### src/pkg/csr_pkg.sv
// Constants, types and carriers for the core status register block
`default_nettype none
package csr_pkg;

   // Bus geometry and the register map
   localparam int AXI_ADDR_W = 8;
   localparam int AXI_DATA_W = 32;
   localparam logic [AXI_ADDR_W-1:0] CORE_STATUS_ADDR = 8'h00;
   localparam logic [1:0] AXI_RESP_OKAY = 2'h0;
   localparam logic [1:0] AXI_RESP_SLVERR = 2'h2;

   // Field positions inside core_status
   localparam int WAKE_BIT = 7;
   localparam int PAGE_HI_BIT = 6;
   localparam int PAGE_LO_BIT = 5;
   localparam int TIMEOUT_BIT = 4;
   localparam int POWERDOWN_BIT = 3;
   localparam int ZERO_BIT = 2;
   localparam int NIBBLE_BIT = 1;
   localparam int CARRY_BIT = 0;

   // Power-up value; unknown ALU flags start at zero
   localparam logic [7:0] CORE_STATUS_RESET = 8'h18;
   // Bits that a plain register write may change
   localparam logic [7:0] CORE_STATUS_WR_MASK = 8'he7;
   // ALU flag bits, suppressed for flag-updating writes
   localparam logic [7:0] ALU_FLAG_MASK = 8'h07;

   // Program page encodings
   localparam logic [1:0] PAGE_0 = 2'h0;
   localparam logic [1:0] PAGE_1 = 2'h1;
   localparam logic [1:0] PAGE_2 = 2'h2;
   localparam logic [1:0] PAGE_RESERVED = 2'h3;
   localparam int JUMP_TARGET_W = 9;
   localparam int PROG_ADDR_W = 11;
   localparam int NIBBLE_W = 4;

   // ALU operations that touch the flags, and ALU_NONE for none
   typedef enum logic [1:0] {
      ALU_NONE = 2'b00,
      ALU_ADD = 2'b01,
      ALU_SUB = 2'b10,
      ALU_LOGIC = 2'b11
   } csr_alu_op_t;

   // Cause reported with a non-power-up reset
   typedef enum logic [1:0] {
      CAUSE_EXTERNAL = 2'b00,
      CAUSE_WATCHDOG = 2'b01,
      CAUSE_PIN_WAKE = 2'b10
   } csr_rst_cause_t;

   typedef struct packed {
      logic valid;
      csr_alu_op_t op;
      logic [7:0] a;
      logic [7:0] b;
      logic [7:0] logic_res;
   } csr_alu_req_t;

   typedef struct packed {
      logic zero;
      logic nibble_carry;
      logic carry;
      logic [7:0] result;
   } csr_alu_flags_t;

   typedef struct packed {
      logic watchdog_kick_instr;
      logic sleep_instr;
      logic watchdog_expire;
      logic reset_event;
      csr_rst_cause_t cause;
   } csr_core_evt_t;

endpackage
`default_nettype wire

### src/hdl/csr_alu_flags.sv
// Flag computation for add, subtract and logic results
`timescale 1ns/1ps
`default_nettype none

module csr_alu_flags (
   input wire csr_pkg::csr_alu_req_t req,     // Operation and operands
   output var csr_pkg::csr_alu_flags_t flags  // Result and its flags
);

   logic [8:0] sum;
   logic [4:0] nib_sum;

   // Subtract is a + ~b + 1, so carry out means no borrow
   always_comb begin
      sum = 9'h000;
      nib_sum = 5'h00;
      flags = '0;
      case (req.op)
         csr_pkg::ALU_ADD: begin
            sum = {1'b0, req.a} + {1'b0, req.b};
            nib_sum = {1'b0, req.a[3:0]} + {1'b0, req.b[3:0]};
            flags.result = sum[7:0];
            flags.carry = sum[8];
            flags.nibble_carry = nib_sum[csr_pkg::NIBBLE_W];
         end
         csr_pkg::ALU_SUB: begin
            sum = {1'b0, req.a} + {1'b0, ~req.b} + 9'h001;
            nib_sum = {1'b0, req.a[3:0]} + {1'b0, ~req.b[3:0]} + 5'h01;
            flags.result = sum[7:0];
            flags.carry = sum[8];
            flags.nibble_carry = nib_sum[csr_pkg::NIBBLE_W];
         end
         csr_pkg::ALU_LOGIC: begin
            flags.result = req.logic_res;
         end
         default: begin
            flags.result = 8'h00;
         end
      endcase
      flags.zero = (flags.result == 8'h00);
   end

endmodule

`default_nettype wire

### src/hdl/csr_top.sv
// Core status register with ALU flags, page select, reset causes, AXI4-Lite access
//
// Behaviour
// Pin-change wake flag is set by a reset caused by pin-change wake-up.
// Pin-change wake flag clears after power-up and any other reset cause.
// Page select 00, 01, 10 pick pages at 000h, 200h, 400h.
// Software must never write page select 11; that code is reserved.
// Time-out flag sets on power-up, watchdog kick and sleep.
// Time-out flag clears when the watchdog timer expires.
// Power-down flag sets on power-up and watchdog kick.
// Power-down flag clears whenever sleep executes.
// Zero flag follows whether an ALU result is zero.
// On add, nibble carry is the carry out of bit three.
// On subtract, nibble carry is one when no borrow leaves bit three.
// Flag-updating writes leave zero, nibble, carry to ALU; time-out, power-down read-only.
// Page select forms upper jump and call address bits; resets to page zero.
`timescale 1ns/1ps
`default_nettype none

module csr_top (
   input wire logic aclk,                                      // Core clock, 40 MHz
   input wire logic aresetn,                                   // Power-up reset, active low
   // AXI4-Lite slave
   input wire logic [csr_pkg::AXI_ADDR_W-1:0] s_axi_awaddr,    // Write address
   input wire logic s_axi_awvalid,                             // Write address valid
   output logic s_axi_awready,                                 // Write address ready
   input wire logic [csr_pkg::AXI_DATA_W-1:0] s_axi_wdata,     // Write data
   input wire logic [3:0] s_axi_wstrb,                         // Byte enables
   input wire logic s_axi_wvalid,                              // Write data valid
   output logic s_axi_wready,                                  // Write data ready
   output logic [1:0] s_axi_bresp,                             // Write response
   output logic s_axi_bvalid,                                  // Write response valid
   input wire logic s_axi_bready,                              // Write response ready
   input wire logic [csr_pkg::AXI_ADDR_W-1:0] s_axi_araddr,    // Read address
   input wire logic s_axi_arvalid,                             // Read address valid
   output logic s_axi_arready,                                 // Read address ready
   output logic [csr_pkg::AXI_DATA_W-1:0] s_axi_rdata,         // Read data
   output logic [1:0] s_axi_rresp,                             // Read response
   output logic s_axi_rvalid,                                  // Read data valid
   input wire logic s_axi_rready,                              // Read data ready
   // Core side
   input wire csr_pkg::csr_alu_req_t alu_req,                  // ALU op updating flags
   input wire csr_pkg::csr_core_evt_t core_evt,                // Watchdog, sleep, reset events
   input wire logic core_wr_en,                                // Instruction writes this register
   input wire logic [7:0] core_wr_data,                        // Value written by the core
   input wire logic jump_valid,                                // Jump or call target strobe
   input wire logic [csr_pkg::JUMP_TARGET_W-1:0] jump_target,  // Low target bits
   output logic [7:0] core_status,                             // Register contents
   output logic [1:0] program_page_select,                     // Current page
   output logic [csr_pkg::PROG_ADDR_W-1:0] jump_addr,          // Full jump or call address
   output logic [7:0] alu_result                               // Last ALU result
);

   csr_pkg::csr_alu_flags_t alu_flags;

   // Flag arithmetic kept apart so the core datapath can reuse it
   csr_alu_flags u_alu_flags (
      .req(alu_req),
      .flags(alu_flags)
   );

   // ---------------- Bus write channel ----------------
   logic aw_held_r, aw_held_nxt;
   logic w_held_r, w_held_nxt;
   logic [csr_pkg::AXI_ADDR_W-1:0] awaddr_r, awaddr_nxt;
   logic [7:0] wdata_r, wdata_nxt;
   logic wstrb0_r, wstrb0_nxt;
   logic bvalid_r, bvalid_nxt;
   logic [1:0] bresp_r, bresp_nxt;
   logic bus_wr_fire;
   logic bus_wr_hit;

   assign s_axi_awready = !aw_held_r && !bvalid_r;
   assign s_axi_wready = !w_held_r && !bvalid_r;
   assign s_axi_bvalid = bvalid_r;
   assign s_axi_bresp = bresp_r;

   // Address and data taken in either order, write done once both are held
   always_comb begin
      aw_held_nxt = aw_held_r;
      w_held_nxt = w_held_r;
      awaddr_nxt = awaddr_r;
      wdata_nxt = wdata_r;
      wstrb0_nxt = wstrb0_r;
      bvalid_nxt = bvalid_r;
      bresp_nxt = bresp_r;
      bus_wr_fire = 1'b0;
      bus_wr_hit = 1'b0;
      if (s_axi_awvalid && s_axi_awready) begin
         aw_held_nxt = 1'b1;
         awaddr_nxt = s_axi_awaddr;
      end
      if (s_axi_wvalid && s_axi_wready) begin
         w_held_nxt = 1'b1;
         wdata_nxt = s_axi_wdata[7:0];
         wstrb0_nxt = s_axi_wstrb[0];
      end
      if (aw_held_r && w_held_r) begin
         bus_wr_fire = 1'b1;
         bus_wr_hit = (awaddr_r == csr_pkg::CORE_STATUS_ADDR) && wstrb0_r;
         aw_held_nxt = 1'b0;
         w_held_nxt = 1'b0;
         bvalid_nxt = 1'b1;
         bresp_nxt = (awaddr_r == csr_pkg::CORE_STATUS_ADDR) ? csr_pkg::AXI_RESP_OKAY
                                                             : csr_pkg::AXI_RESP_SLVERR;
      end else if (bvalid_r && s_axi_bready) begin
         bvalid_nxt = 1'b0;
      end
   end

   // Write channel registers
   always_ff @(posedge aclk) begin
      if (!aresetn) begin
         aw_held_r <= 1'b0;
         w_held_r <= 1'b0;
         awaddr_r <= 8'h00;
         wdata_r <= 8'h00;
         wstrb0_r <= 1'b0;
         bvalid_r <= 1'b0;
         bresp_r <= csr_pkg::AXI_RESP_OKAY;
      end else begin
         aw_held_r <= aw_held_nxt;
         w_held_r <= w_held_nxt;
         awaddr_r <= awaddr_nxt;
         wdata_r <= wdata_nxt;
         wstrb0_r <= wstrb0_nxt;
         bvalid_r <= bvalid_nxt;
         bresp_r <= bresp_nxt;
      end
   end

   // ---------------- Bus read channel ----------------
   logic rvalid_r, rvalid_nxt;
   logic [7:0] rdata_r, rdata_nxt;
   logic [1:0] rresp_r, rresp_nxt;
   logic [7:0] status_r, status_nxt;

   assign s_axi_arready = !rvalid_r;
   assign s_axi_rvalid = rvalid_r;
   assign s_axi_rdata = {24'h000000, rdata_r};
   assign s_axi_rresp = rresp_r;

   // One read in flight; unmapped reads answer zero with an error
   always_comb begin
      rvalid_nxt = rvalid_r;
      rdata_nxt = rdata_r;
      rresp_nxt = rresp_r;
      if (s_axi_arvalid && s_axi_arready) begin
         rvalid_nxt = 1'b1;
         if (s_axi_araddr == csr_pkg::CORE_STATUS_ADDR) begin
            rdata_nxt = status_r;
            rresp_nxt = csr_pkg::AXI_RESP_OKAY;
         end else begin
            rdata_nxt = 8'h00;
            rresp_nxt = csr_pkg::AXI_RESP_SLVERR;
         end
      end else if (rvalid_r && s_axi_rready) begin
         rvalid_nxt = 1'b0;
      end
   end

   // Read channel registers
   always_ff @(posedge aclk) begin
      if (!aresetn) begin
         rvalid_r <= 1'b0;
         rdata_r <= 8'h00;
         rresp_r <= csr_pkg::AXI_RESP_OKAY;
      end else begin
         rvalid_r <= rvalid_nxt;
         rdata_r <= rdata_nxt;
         rresp_r <= rresp_nxt;
      end
   end

   // ---------------- Status register ----------------
   logic [7:0] wr_val;
   logic [7:0] wr_mask;
   logic alu_upd;

   // Plain writes first, core after bus, then hardware events on top
   always_comb begin
      status_nxt = status_r;
      wr_val = 8'h00;
      wr_mask = 8'h00;
      alu_upd = alu_req.valid && (alu_req.op != csr_pkg::ALU_NONE);
      if (bus_wr_hit) begin
         wr_val = wdata_r;
         wr_mask = csr_pkg::CORE_STATUS_WR_MASK;
      end
      if (core_wr_en) begin
         wr_val = core_wr_data;
         wr_mask = csr_pkg::CORE_STATUS_WR_MASK;
      end
      if (alu_upd) begin
         wr_mask = wr_mask & ~csr_pkg::ALU_FLAG_MASK;
      end
      // Time-out and power-down stay out of the write mask
      status_nxt = (status_r & ~wr_mask) | (wr_val & wr_mask);
      if (alu_upd) begin
         status_nxt[csr_pkg::ZERO_BIT] = alu_flags.zero;
         if (alu_req.op != csr_pkg::ALU_LOGIC) begin
            status_nxt[csr_pkg::NIBBLE_BIT] = alu_flags.nibble_carry;
            status_nxt[csr_pkg::CARRY_BIT] = alu_flags.carry;
         end
      end
      if (core_evt.watchdog_kick_instr) begin
         status_nxt[csr_pkg::TIMEOUT_BIT] = 1'b1;
         status_nxt[csr_pkg::POWERDOWN_BIT] = 1'b1;
      end
      if (core_evt.sleep_instr) begin
         status_nxt[csr_pkg::TIMEOUT_BIT] = 1'b1;
         status_nxt[csr_pkg::POWERDOWN_BIT] = 1'b0;
      end
      // Expiry last so a time-out is never masked by a same-cycle kick
      if (core_evt.watchdog_expire) begin
         status_nxt[csr_pkg::TIMEOUT_BIT] = 1'b0;
      end
      // A reset event beats any write, so the cause is never lost
      if (core_evt.reset_event) begin
         status_nxt[csr_pkg::WAKE_BIT] =
            (core_evt.cause == csr_pkg::CAUSE_PIN_WAKE);
         status_nxt[csr_pkg::PAGE_HI_BIT] = 1'b0;
         status_nxt[csr_pkg::PAGE_LO_BIT] = 1'b0;
      end
   end

   // Power-up loads wake clear, page zero, TO and PD set
   always_ff @(posedge aclk) begin
      if (!aresetn) begin
         status_r <= csr_pkg::CORE_STATUS_RESET;
      end else begin
         status_r <= status_nxt;
      end
   end

   assign core_status = status_r;
   assign program_page_select = status_r[csr_pkg::PAGE_HI_BIT:csr_pkg::PAGE_LO_BIT];

   // ---------------- Jump address and ALU result ----------------
   logic [csr_pkg::PROG_ADDR_W-1:0] jump_addr_r, jump_addr_nxt;
   logic [7:0] alu_result_r, alu_result_nxt;

   // Page bits on top of the target; reserved code passed through unchanged
   always_comb begin
      jump_addr_nxt = jump_addr_r;
      alu_result_nxt = alu_result_r;
      if (jump_valid) begin
         jump_addr_nxt = {program_page_select, jump_target};
      end
      if (alu_upd) begin
         alu_result_nxt = alu_flags.result;
      end
   end

   // Datapath output registers
   always_ff @(posedge aclk) begin
      if (!aresetn) begin
         jump_addr_r <= 11'h000;
         alu_result_r <= 8'h00;
      end else begin
         jump_addr_r <= jump_addr_nxt;
         alu_result_r <= alu_result_nxt;
      end
   end

   assign jump_addr = jump_addr_r;
   assign alu_result = alu_result_r;

endmodule

`default_nettype wire

### config.mk
export PLATFORM = sky130hd
export DESIGN_NAME = csr_top
export DESIGN_NICKNAME = d
export VERILOG_FILES = /design/src/pkg/csr_pkg.sv /design/src/hdl/csr_alu_flags.sv /design/src/hdl/csr_top.sv
export SDC_FILE = /design/constraint.sdc
export NUM_CORES = 1
export LEC_CHECK = 0
export ABC_AREA = 1
export BUFFER_PORTS_ARGS = -buffer_cell sky130_fd_sc_hd__buf_2
export CORE_ASPECT_RATIO = 2
export CORE_MARGIN = 3
export CORE_UTILIZATION = 49
export DETAILED_ROUTE_END_ITERATION = 12
export PLACE_DENSITY_LB_ADDON = 0.25
export SYNTH_ARGS = -nofsm -noshare
export SYNTH_HDL_FRONTEND = slang
export SYNTH_SLANG_ARGS = --single-unit
export TNS_END_PERCENT = 5
### constraint.sdc
create_clock -name aclk -period 3.1 [get_ports aclk]
set_input_delay 0.31 -clock aclk [delete_from_list [all_inputs] [get_ports aclk]]
set_output_delay 0.31 -clock aclk [all_outputs]
set_load 0.02 [all_outputs]
=== Word-level counts from Yosys, hierarchy flattened ===
Index checks and enable logic that the tools add are counted.

* Add/subtract/negate cells: 6
* Equality and inequality tests: 5
* Muxes and demuxes: 21
* Bitwise gates (word level): 7
* Reduce and logical (&&, ||, !) cells: 22

{| class="wikitable"
|+ Operator list
! operator !! count
|-
| $mux 8 || 5
|-
| $logic_not 8->1 || 3
|-
| $pmux 8 s3 || 1
|-
| $add 8x8->9 || 2
|-
| $and 8x8->8 || 2
|-
| $not 8->8 || 2
|-
| $add 4x4->5 || 2
|-
| $logic_and 1x1->1 || 10
|-
| $mux 2 || 5
|-
| $add 9x1->9 const B || 1
|-
| $mux 3 || 3
|-
| $or 8x8->8 || 1
|-
| $eq 2x2->1 const B || 3
|-
| $mux 1 || 6
|-
| $reduce_bool 2->1 || 3
|-
| $add 5x1->5 const B || 1
|-
| $logic_not 1->1 || 4
|-
| $not 4->4 || 1
|-
| $pmux 2 s2 || 1
|-
| $reduce_or 2->1 || 2
|-
| $eq 2x1->1 const B || 1
|-
| $ne 2x2->1 const B || 1
|-
| $not 1->1 || 1
|}

* Register bits after elaboration: 60
* Input bits: 111
* Output and inout bits: 70

=== Depth between registers and ports, before layout ===
Gate-level depths: netlist (run 1).

* Depth in word-level cells: 12
* Depth in mapped cells: 16

=== Modules after synthesis ===
From an unflattened synthesis (run 1), not the netlist that was laid out.

* Cell total of the unflattened synthesis: 527
* Area total of the unflattened synthesis: 3562.2 sq um

{| class="wikitable"
|+ By module, submodules not included
! module !! instances !! cells an instance !! area an instance (sq um) !! sequential area each (sq um)
|-
| csr_top || 1 || 320 || 2398.6 || 1121.1
|-
| csr_alu_flags || 1 || 207 || 1163.6 || 0.0
|}

=== Worst setup path before layout (run 1) ===
OpenSTA, ideal clock, no wires.

* Path kind: input to register
* From: in alu_req[16] in the netlist's numbering
* To: reg (tool-made name)
* Library setup time: 0.067 ns
* Arrival time: 1.689 ns
* Data required time: 3.033 ns
* Path slack: 1.344 ns
* Stages: 14
* Path buffers: 0
* Cell sequence: inv_1 > ha_1 > fa_1 > inv_1 > nand2_1 > nand2_1 > nand3_1 > nand3_1 > nand2_1 > nor2_2 > nand3_1 > nor2_1 > nand2_1 > a21oi_2

{| class="wikitable"
|+ RTL lines
! element !! line !! source
|-
| from (decl) || csr_top.sv:42 || <nowiki>input wire csr_pkg::csr_alu_req_t alu_req,</nowiki>
|}

==> run_results.csv, run 1 <==
group,metric,value,unit
clock_network,ctsResizeCount,0,
placed_design,dpl-instance-area,0.00394,mm^2
sta,skew,4.30,ps
critical_path,crit_type,"in2reg",
floorplan,die_area,0.00806,mm^2
critical_path,worstReg2RegStart,"aw_held_r$_SDFFE_PP0P_",
power,p_per_area,460,mW/mm^2
sta,finalSetupViolations,0,
critical_path,crit_fanout,14,
sta,fmax,550,MHz
critical_path,regToRegSetupSlack,1570,ps
cells_and_area,drive_gt1_share,23.8,%
critical_path,cp.required,3330,ps
clock_network,cts_buffers,5,
clock_network,h-tree-depth,2,
placed_design,portBuffers,123,
floorplan,core-area,0.00667,mm^2
synth,synthArstFlopShare,0,%
cells_and_area,antenna_cells,0,
clock_network,hold_buffers,0,
grt,first_global_vias,3337,
detailed_routing,vias,3532,
grt,grt_usage,22.5,%
sta,rsz0062_at_grt,"false",
sta,finalHoldViolCount,0,
detailed_routing,firstDrtPassIters,4,
synth,ys_ff_latch,56,
floorplan,ios,181,
grt,grt_pass1_wl,14.1,mm
critical_path,rr_worst_depth,11,
synth,netlist_instances,517,
detailed_routing,vias_per_cell,4.91,
placed_design,dp.cells,711,
synth,ys_warn_count,0,
cells_and_area,area_growth,20.4,%
clock_network,cts_tree,"done",
clock_network,cts_root_buf,"clkbuf_16",
synth,synthTopCellsByCount,"116 x nand2_1, 80 x nor2_1, 62 x inv_1, 56 x dfxtp_1, 39 x o21ai_0",
power,ir_drop,0.000230,V
critical_path,cp-start-kind,"primary input",
sta,drv_slew,0,
grt,antenna_found_initial,0,
power,p_leak,2.28,nW
placed_design,place_congestion,0.935,
synth,synth_top_area_share,32.9,%
worst_hold_path,hp-class,"in2reg",
synth,yosys-top-cells-area,"dfxtp_1 33%, nand2_1 13%, nor2_1 8.8%",
outcome,outcome,"finished clean",
critical_path,worstSetupStartpoint,"alu_req[24]",
grt,grt_start_max_net_pins,43,
synth,synth_area,0.00341,mm^2
clock_network,clkSinkCount,56,
synth,synth-edff-count,0,
job,drv_cap,0,
grt,grt_overflow,0,
detailed_routing,routed_wl,9.16,mm
clock_network,cts_buffer_depth,2,
clock_network,post_cts_buffers,0,
synth,synth.avg_cell_area,6.60,um^2
synth,synth_top_flop_cell,"dfxtp_1",
critical_path,end_kind,"register",
synth,synth_most_common_cell,"nand2_1",
critical_path,r2r_end,"core_status[1]$_SDFF_PN0_",
floorplan,initial_core_util,51.1,%
floorplan,std_cell_rows,42,
detailed_routing,routedWlPerCell,12.7,um
sta,min_period,1820,ps
clock_network,path_clk_slew,70,ps
detailed_routing,drt-initial-drc-count,225,
sta,tns,0,ps
cells_and_area,fin_cells,719,
floorplan,fp.dieH,124,um
sta,finalCritPeriodShare,58.7,%
synth,yosysTopAreaCell,"dfxtp_1",
detailed_routing,ant_nets,0,
placed_design,hpwlAfterDp,7.49,mm
synth,synth.distinct_cells,30,
synth,ys_seq_area_share,32.9,%
clock_network,clk_latency,290,ps
cells_and_area,final_nets,763,
critical_path,critPathArrivalTime,2050,ps
floorplan,die_x,65.0,um
detailed_routing,drc,0,
cells_and_area,design_area,0.00411,mm^2
[power by group]
group / switching (mW) / internal, mW
logic: 0.302 / 0.160
registers: 0.0295 / 0.770
clock network: 0.249 / 0.380
[logic make-up (layout without fill, tap and decap cells)]
kind of cell	count (synthesis)	after routing	synth area share (%)
compound gates	78	78	12.3
fa+ha+maj	22	22	8.51
buf+inv	112	201	16.3
flops	56	56	32.9
other cells	1	26	0.110
simple gates	248	248	30.0
[final cells by class]
| class | instances | area (um^2) |
|---|---|---|
| clock buffers | 6 | 129 |
| flip-flops and latches | 56 | 1120 |
| clock inverters | 2 | 35.0 |
| multi-input cells | 374 | 1830 |
| inverters | 69 | 260 |
| fillers | 671 | 2570 |
| well taps | 88 | 110 |
| repair buffers | 124 | 623 |
[registers in the layout, indices dropped and copies added (netlist names), 4 cells and up, named ones only]
| name | count |
|---|---|
| alu_result | 8 |
| awaddr_r | 8 |
| core_status | 4 |
| jump_addr | 11 |
| rdata_r | 8 |
| wdata_r | 6 |
[routing by layer]
| layer | share of wire (%) | global-route usage (%) | vias to the layer above |
|---|---|---|---|
| met2 | 57 | 44.5 | 126 |
| met3 | 5.1 | 3.34 | 33 |
| li1 | - | - | 1795 |
| met1 | 33 | 20.2 | 1578 |
| met5 | 0 | 0 | - |
| met4 | 4.6 | 15.1 | 0 |
[critical path, cell delays in order]
cell	delay (ps)
buf_2	100
inv_1	60
ha_1	190
inv_1	80
nand2_2	120
inv_1	330
o21ai_1	120
nor2_1	140
nand2_1	80
nor2_1	130
nand3_1	110
nor2_1	100
nand2_1	70
a21oi_2	100
[per-stage QoR]
step / setup WS, ps / hold WS [ps] / total power [mW] / utilization [%]
after floorplan: 1340 / 421 / 1.15 / -
after global placement: 990 / 447 / 1.27 / 59.1
after detailed placement: 939 / 452 / 1.28 / 59.1
after CTS: 1260 / 204 / 1.90 / 61.5
after global routing: 1150 / 210 / 2.00 / 61.5
final: 1280 / 208 / 1.89 / 61.5
[worst min path at each step]
stage | from | endpoint | slack (ps) | cells past startpoint
6_report | core_evt[3] | core_status[4]$_SDFFE_PN1P_ | 210 | 2
3_5_place_dp | awaddr_r[0]$_SDFFE_PN0P_ | awaddr_r[0]$_SDFFE_PN0P_ | 450 | 2
2_1_floorplan | core_evt[4] | core_status[3]$_SDFFE_PN1P_ | 420 | 1
5_1_grt | core_evt[3] | core_status[4]$_SDFFE_PN1P_ | 210 | 2
4_1_cts | core_evt[3] | core_status[4]$_SDFFE_PN1P_ | 200 | 2
3_3_place_gp | awaddr_r[0]$_SDFFE_PN0P_ | awaddr_r[0]$_SDFFE_PN0P_ | 450 | 2
[cell usage in the layout, fill, tap and decap left out, types with 2 or more instances in the layout]
cell and n:
nand4_1 5, dfxtp_1 56, o211ai_1 5, fa_1 2, ha_1 20, nor2_1 80, inv_2 6, buf_2 123
nand3_1 30, nor4_1 2, clkinv_2 2, nor3_1 2, a21oi_1 27, inv_1 62, nand2_1 116, nand2_2 5
nor2_2 5, a21oi_2 2, o21ai_0 39, a31oi_1 2, clkbuf_16 5, conb_1 26
No activity file was read; power rests on OpenSTA's default activity.
==> run 2, diff against run 1 <==
- CORE_UTILIZATION: 49 -> 46
- clock period: 3.1 -> 1.86 ns (I/O delays scaled with it)
==> run_results.csv, run 2 (synthesis results as in run 1) <==
group,metric,value,unit
power,swShare,32.0,%
worst_hold_path,hp-class,"in2reg",
detailed_routing,vias_per_cell,4.83,
cells_and_area,final_common_cell,"buf_2",
power,combPwrFrac,26.1,%
clock_network,path_clk_slew,70,ps
job,drv_cap,0,
power,p_per_area,737,mW/mm^2
grt,grt_busiest_layer,"met2",
grt,grtUsageMet3,4.04,%
power,internal_power,2.12,mW
grt,grt_overflow,0,
floorplan,die_x,66.9,um
critical_path,cp.required,2090,ps
sta,min_period,1640,ps
grt,grt_usage,22.3,%
sta,finalHoldViolCount,0,
detailed_routing,drc,0,
cells_and_area,area_growth,23.7,%
detailed_routing,routedWlPerCell,12.8,um
critical_path,cp-start-kind,"primary input",
power,p_switching,0.994,mW
power,ir_drop,0.000400,V
sta,fmax,611,MHz
placed_design,portBuffers,123,
critical_path,crit_type,"in2reg",
grt,grt_pass1_wl,14.4,mm
floorplan,fp.dieH,128,um
critical_path,critPathBufInv,2,
cells_and_area,design_area,0.00422,mm^2
detailed_routing,vias,3560,
floorplan,ios,181,
grt,grtUsageMet1,18.2,%
sta,fin_hold_ws,81.7,ps
sta,drv_slew,0,
sta,fin_ws,223,ps
critical_path,crit_fanout,3,
floorplan,initial_core_util,48.4,%
grt,antenna_found_initial,0,
cells_and_area,mostFrequentLayoutCells,"123 x buf_2, 116 x nand2_1, 80 x nor2_1",
power,clockPowerShare,31.1,%
detailed_routing,firstDrtPassIters,4,
floorplan,die_area,0.00855,mm^2
sta,skew,4.16,ps
critical_path,slowest_delay,390,ps
cells_and_area,fillers,722,
detailed_routing,drt-initial-drc-count,184,
clock_network,clk_latency,300,ps
detailed_routing,ant_nets,0,
critical_path,end_kind,"register",
grt,use_met2,44.2,%
clock_network,h-tree-depth,2,
clock_network,cts_buffer_depth,2,
sta,finalCritPeriodShare,88.0,%
cells_and_area,largest_reg_flops,11,
critical_path,cp_slowest_cell,"fa_1",
critical_path,critical_path.top_delay_family,"simple AND/OR/NAND/NOR gates",
floorplan,core-area,0.00705,mm^2
clock_network,clkSinkCount,56,
clock_network,cts_root_buf,"clkbuf_16",
sta,finalSetupViolations,0,
critical_path,worstPathCellList,"buf_2 -> ha_1 -> fa_1 -> inv_1 -> nand2_1 -> nand2_1 -> nand3_1 -> nand3_1 -> nand2_1 -> nor2_2 -> nand3_1 -> nor2_1 -> nand2_1 -> a21oi_2",
critical_path,critPathArrivalTime,1870,ps
clock_network,cts_tree,"done",
outcome,outcome,"finished clean",
clock_network,ctsResizeCount,0,
sta,rsz0062_at_grt,"false",
power,pwr-share-seq,42.8,%
placed_design,dpl-instance-area,0.00407,mm^2
placed_design,hpwlAfterDp,7.84,mm
clock_network,post_cts_buffers,0,
power,p_leak,2.35,nW
cells_and_area,drive_gt1_share,25.8,%
cells_and_area,final_nets,779,
placed_design,place_congestion,0.865,
cells_and_area,antenna_cells,0,
grt,grt_start_max_net_pins,30,
floorplan,std_cell_rows,43,
detailed_routing,routed_wl,9.40,mm
grt,first_global_vias,3385,
critical_path,path_common_cell,"nand2_1",
placed_design,dp_slack,-80.9,ps
clock_network,cts_buffers,5,
clock_network,hold_buffers,0,
-- run 2: cell types whose count changed in the layout (fill, tap and decap cells not counted), sizes merged --
| cell | delta |
|---|---|
| clkinvlp | +2 |
| buf | +16 |
| clkinv | -1 |
| bufinv | -1 |
-- run 2: layout make-up --
type	count	area [um^2]	area share, %
clock buffer	6	139	3.29
clock inverter	2	15.0	0.356
inverter	69	260	6.17
multi-input combinational	374	1830	43.3
sequential	56	1120	26.6
tap	90	113	2.67
timing repair buffer	140	743	17.6
-- run 2: stage by stage --
stage / TNS (ps) / power [mW] / util [%] / instances
final: 0 / 3.11 / 59.9 / 737
after global routing: 0 / 3.28 / 59.9 / 737
after CTS: 0 / 3.13 / 59.9 / 737
after detailed placement: -90.7 / 2.17 / 57.7 / 729
after global placement: -63.1 / 2.15 / 57.7 / 729
after floorplan: 0 / 1.92 / - / 542
-- run 2: power by group through the flow --
stage / Sequential [mW] / Clock, mW / Combinational, mW
floorplan: 1.40 / 0 / 0.520
global placement: 1.35 / 0 / 0.795
detailed placement: 1.36 / 0 / 0.809
CTS: 1.33 / 0.988 / 0.813
global route: 1.34 / 1.03 / 0.910
finish: 1.33 / 0.969 / 0.811
-- run 2: final timing paths --
check,slack (ps),cells after the start,to,from
setup / recovery,220,14,register,alu_req[8]
hold / removal,80,2,core_status[4]$_SDFFE_PN1P_,core_evt[3]
setup reg to reg,380,11,core_status[1]$_SDFF_PN0_,aw_held_r$_SDFFE_PP0P_
hold reg to reg,460,2,awaddr_r[6]$_SDFFE_PN0P_,awaddr_r[6]$_SDFFE_PN0P_
-- run 2: per-layer routing --
layer / wire [um] / up-vias
met5: 0 / -
met4: 542 / 0
met3: 517 / 32
met2: 5350 / 118
met1: 2990 / 1581
li1: - / 1829
==> run 3, diff against run 2 <==
- CORE_UTILIZATION: 46 -> 41
- clock period: 1.86 -> 1.4 ns (I/O delays scaled with it)
==> run_results.csv, run 3 (synthesis results as in run 1) <==
group,metric,value,unit
grt,first_global_vias,3645,
clock_network,h-tree-depth,2,
cells_and_area,mostFrequentLayoutCells,"121 x buf_2, 107 x nand2_1, 76 x nor2_1",
cells_and_area,largest_reg_flops,11,
placed_design,place_congestion,0.926,
sta,skew,5.81,ps
power,p_per_area,926,mW/mm^2
sta,finalSetupViolations,2,
power,clockPowerShare,29.1,%
clock_network,path_clk_slew,70,ps
power,p_leak,2.50,nW
critical_path,cp.required,1620,ps
power,swShare,31.5,%
floorplan,fp.dieH,135,um
outcome,outcome,"finished, violations left",
power,p_switching,1.35,mW
clock_network,hold_buffers,0,
clock_network,cts_buffer_depth,2,
placed_design,hpwlAfterDp,8.63,mm
floorplan,die_x,70.5,um
cells_and_area,final_common_cell,"buf_2",
detailed_routing,vias_per_cell,4.78,
floorplan,die_area,0.00952,mm^2
clock_network,clkSinkCount,56,
job,drv_cap,0,
clock_network,cts_buffers,5,
grt,grt_usage,21.4,%
floorplan,ios,181,
cells_and_area,antenna_cells,0,
critical_path,end_kind,"register",
grt,antenna_found_initial,0,
floorplan,initial_core_util,42.6,%
sta,rsz0062_at_grt,"true",
floorplan,std_cell_rows,46,
cells_and_area,area_growth,35.6,%
detailed_routing,drt-initial-drc-count,141,
sta,tns,-71.9,ps
power,internal_power,2.93,mW
sta,fin_hold_ws,37.4,ps
sta,finalCritPeriodShare,105,%
sta,fmax,681,MHz
critical_path,crit_type,"in2reg",
grt,grt_overflow,0,
detailed_routing,vias,3696,
sta,fin_ws,-68.4,ps
power,combPwrFrac,29.6,%
detailed_routing,routedWlPerCell,13.4,um
power,pwr-share-seq,41.3,%
clock_network,cts_root_buf,"clkbuf_16",
clock_network,clk_latency,290,ps
worst_hold_path,hp-class,"in2reg",
detailed_routing,drc,0,
power,ir_drop,0.000526,V
critical_path,cp-start-kind,"primary input",
detailed_routing,firstDrtPassIters,4,
grt,grt_pass1_wl,16.1,mm
placed_design,portBuffers,123,
sta,finalHoldViolCount,0,
clock_network,cts_tree,"done",
critical_path,critPathArrivalTime,1690,ps
power,p_total,4.28,mW
floorplan,core-area,0.00800,mm^2
sta,drv_slew,0,
grt,grt_start_max_net_pins,22,
cells_and_area,drive_gt1_share,34.1,%
outcome,violations,"setup timing",
detailed_routing,routed_wl,10.3,mm
critical_path,crit_fanout,4,
cells_and_area,final_nets,809,
detailed_routing,ant_nets,0,
sta,min_period,1470,ps
[run 3: path summary, 6_finish.rpt]
check | startpoint | endpoint | slack, ps | depth (start not counted)
worst max-delay path | alu_req[8] | register | -70 | 13
worst min-delay path | core_evt[3] | core_status[4]$_SDFFE_PN1P_ | 40 | 2
worst max register to register | awaddr_r[6]$_SDFFE_PN0P_ | register | 80 | 10
worst min register to register | awaddr_r[1]$_SDFFE_PN0P_ | awaddr_r[1]$_SDFFE_PN0P_ | 460 | 2
[run 3: cell type report]
class	count	area [um^2]
multi-input cells	374	1990
repair buffers	170	985
flip-flops and latches	56	1120
well taps	96	120
clock buffers	7	143
clock inverters	1	7.51
inverters	69	263
fillers	813	3370
[run 3: timing repair]
action / in CTS / in global routing
pin swaps: 12 / 10
cloned: 0 / 0
gates resized for setup: 27 / 17
setup endpoints to repair: 6 / 16
setup buffers: 2 / 1
[run 3: metal layers]
layer | vias to the layer above | global-route usage, % | share of wire (%)
met4 | 0 | 16.4 | 6.8
met5 | - | 0 | 0
met1 | 1632 | 19.1 | 31
li1 | 1880 | - | -
met2 | 142 | 41.6 | 57
met3 | 42 | 2.76 | 5.1
[run 3: through the flow]
step / area [um^2] / util (%) / instances / worst slack, ps
after global placement: 4280 / 53.5 / 762 / -455
after global routing: 4630 / 57.8 / 773 / -225
after floorplan: 3510 / - / 542 / -123
after CTS: 4560 / 57.1 / 772 / -118
after detailed placement: 4280 / 53.5 / 762 / -500
final: 4630 / 57.8 / 773 / -68.4
[run 3: worst max-delay path, stage by stage]
cell     delay, ps
buf_6           90
ha_4           130
inv_1           50
fa_1           370
inv_2          120
nand2_2         70
a21oi_1        160
nor2_1          70
nor2_2          90
nand3_1        100
nor2_1         110
nand2_1         70
a21oi_2        110
[run 3: power groups by stage]
stage / registers [mW] / clock network (mW) / logic, mW
2_1_floorplan: 1.87 / 0 / 0.694
3_3_place_gp: 1.80 / 0 / 1.17
3_5_place_dp: 1.80 / 0 / 1.18
4_1_cts: 1.77 / 1.28 / 1.24
5_1_grt: 1.78 / 1.35 / 1.41
6_report: 1.77 / 1.25 / 1.27
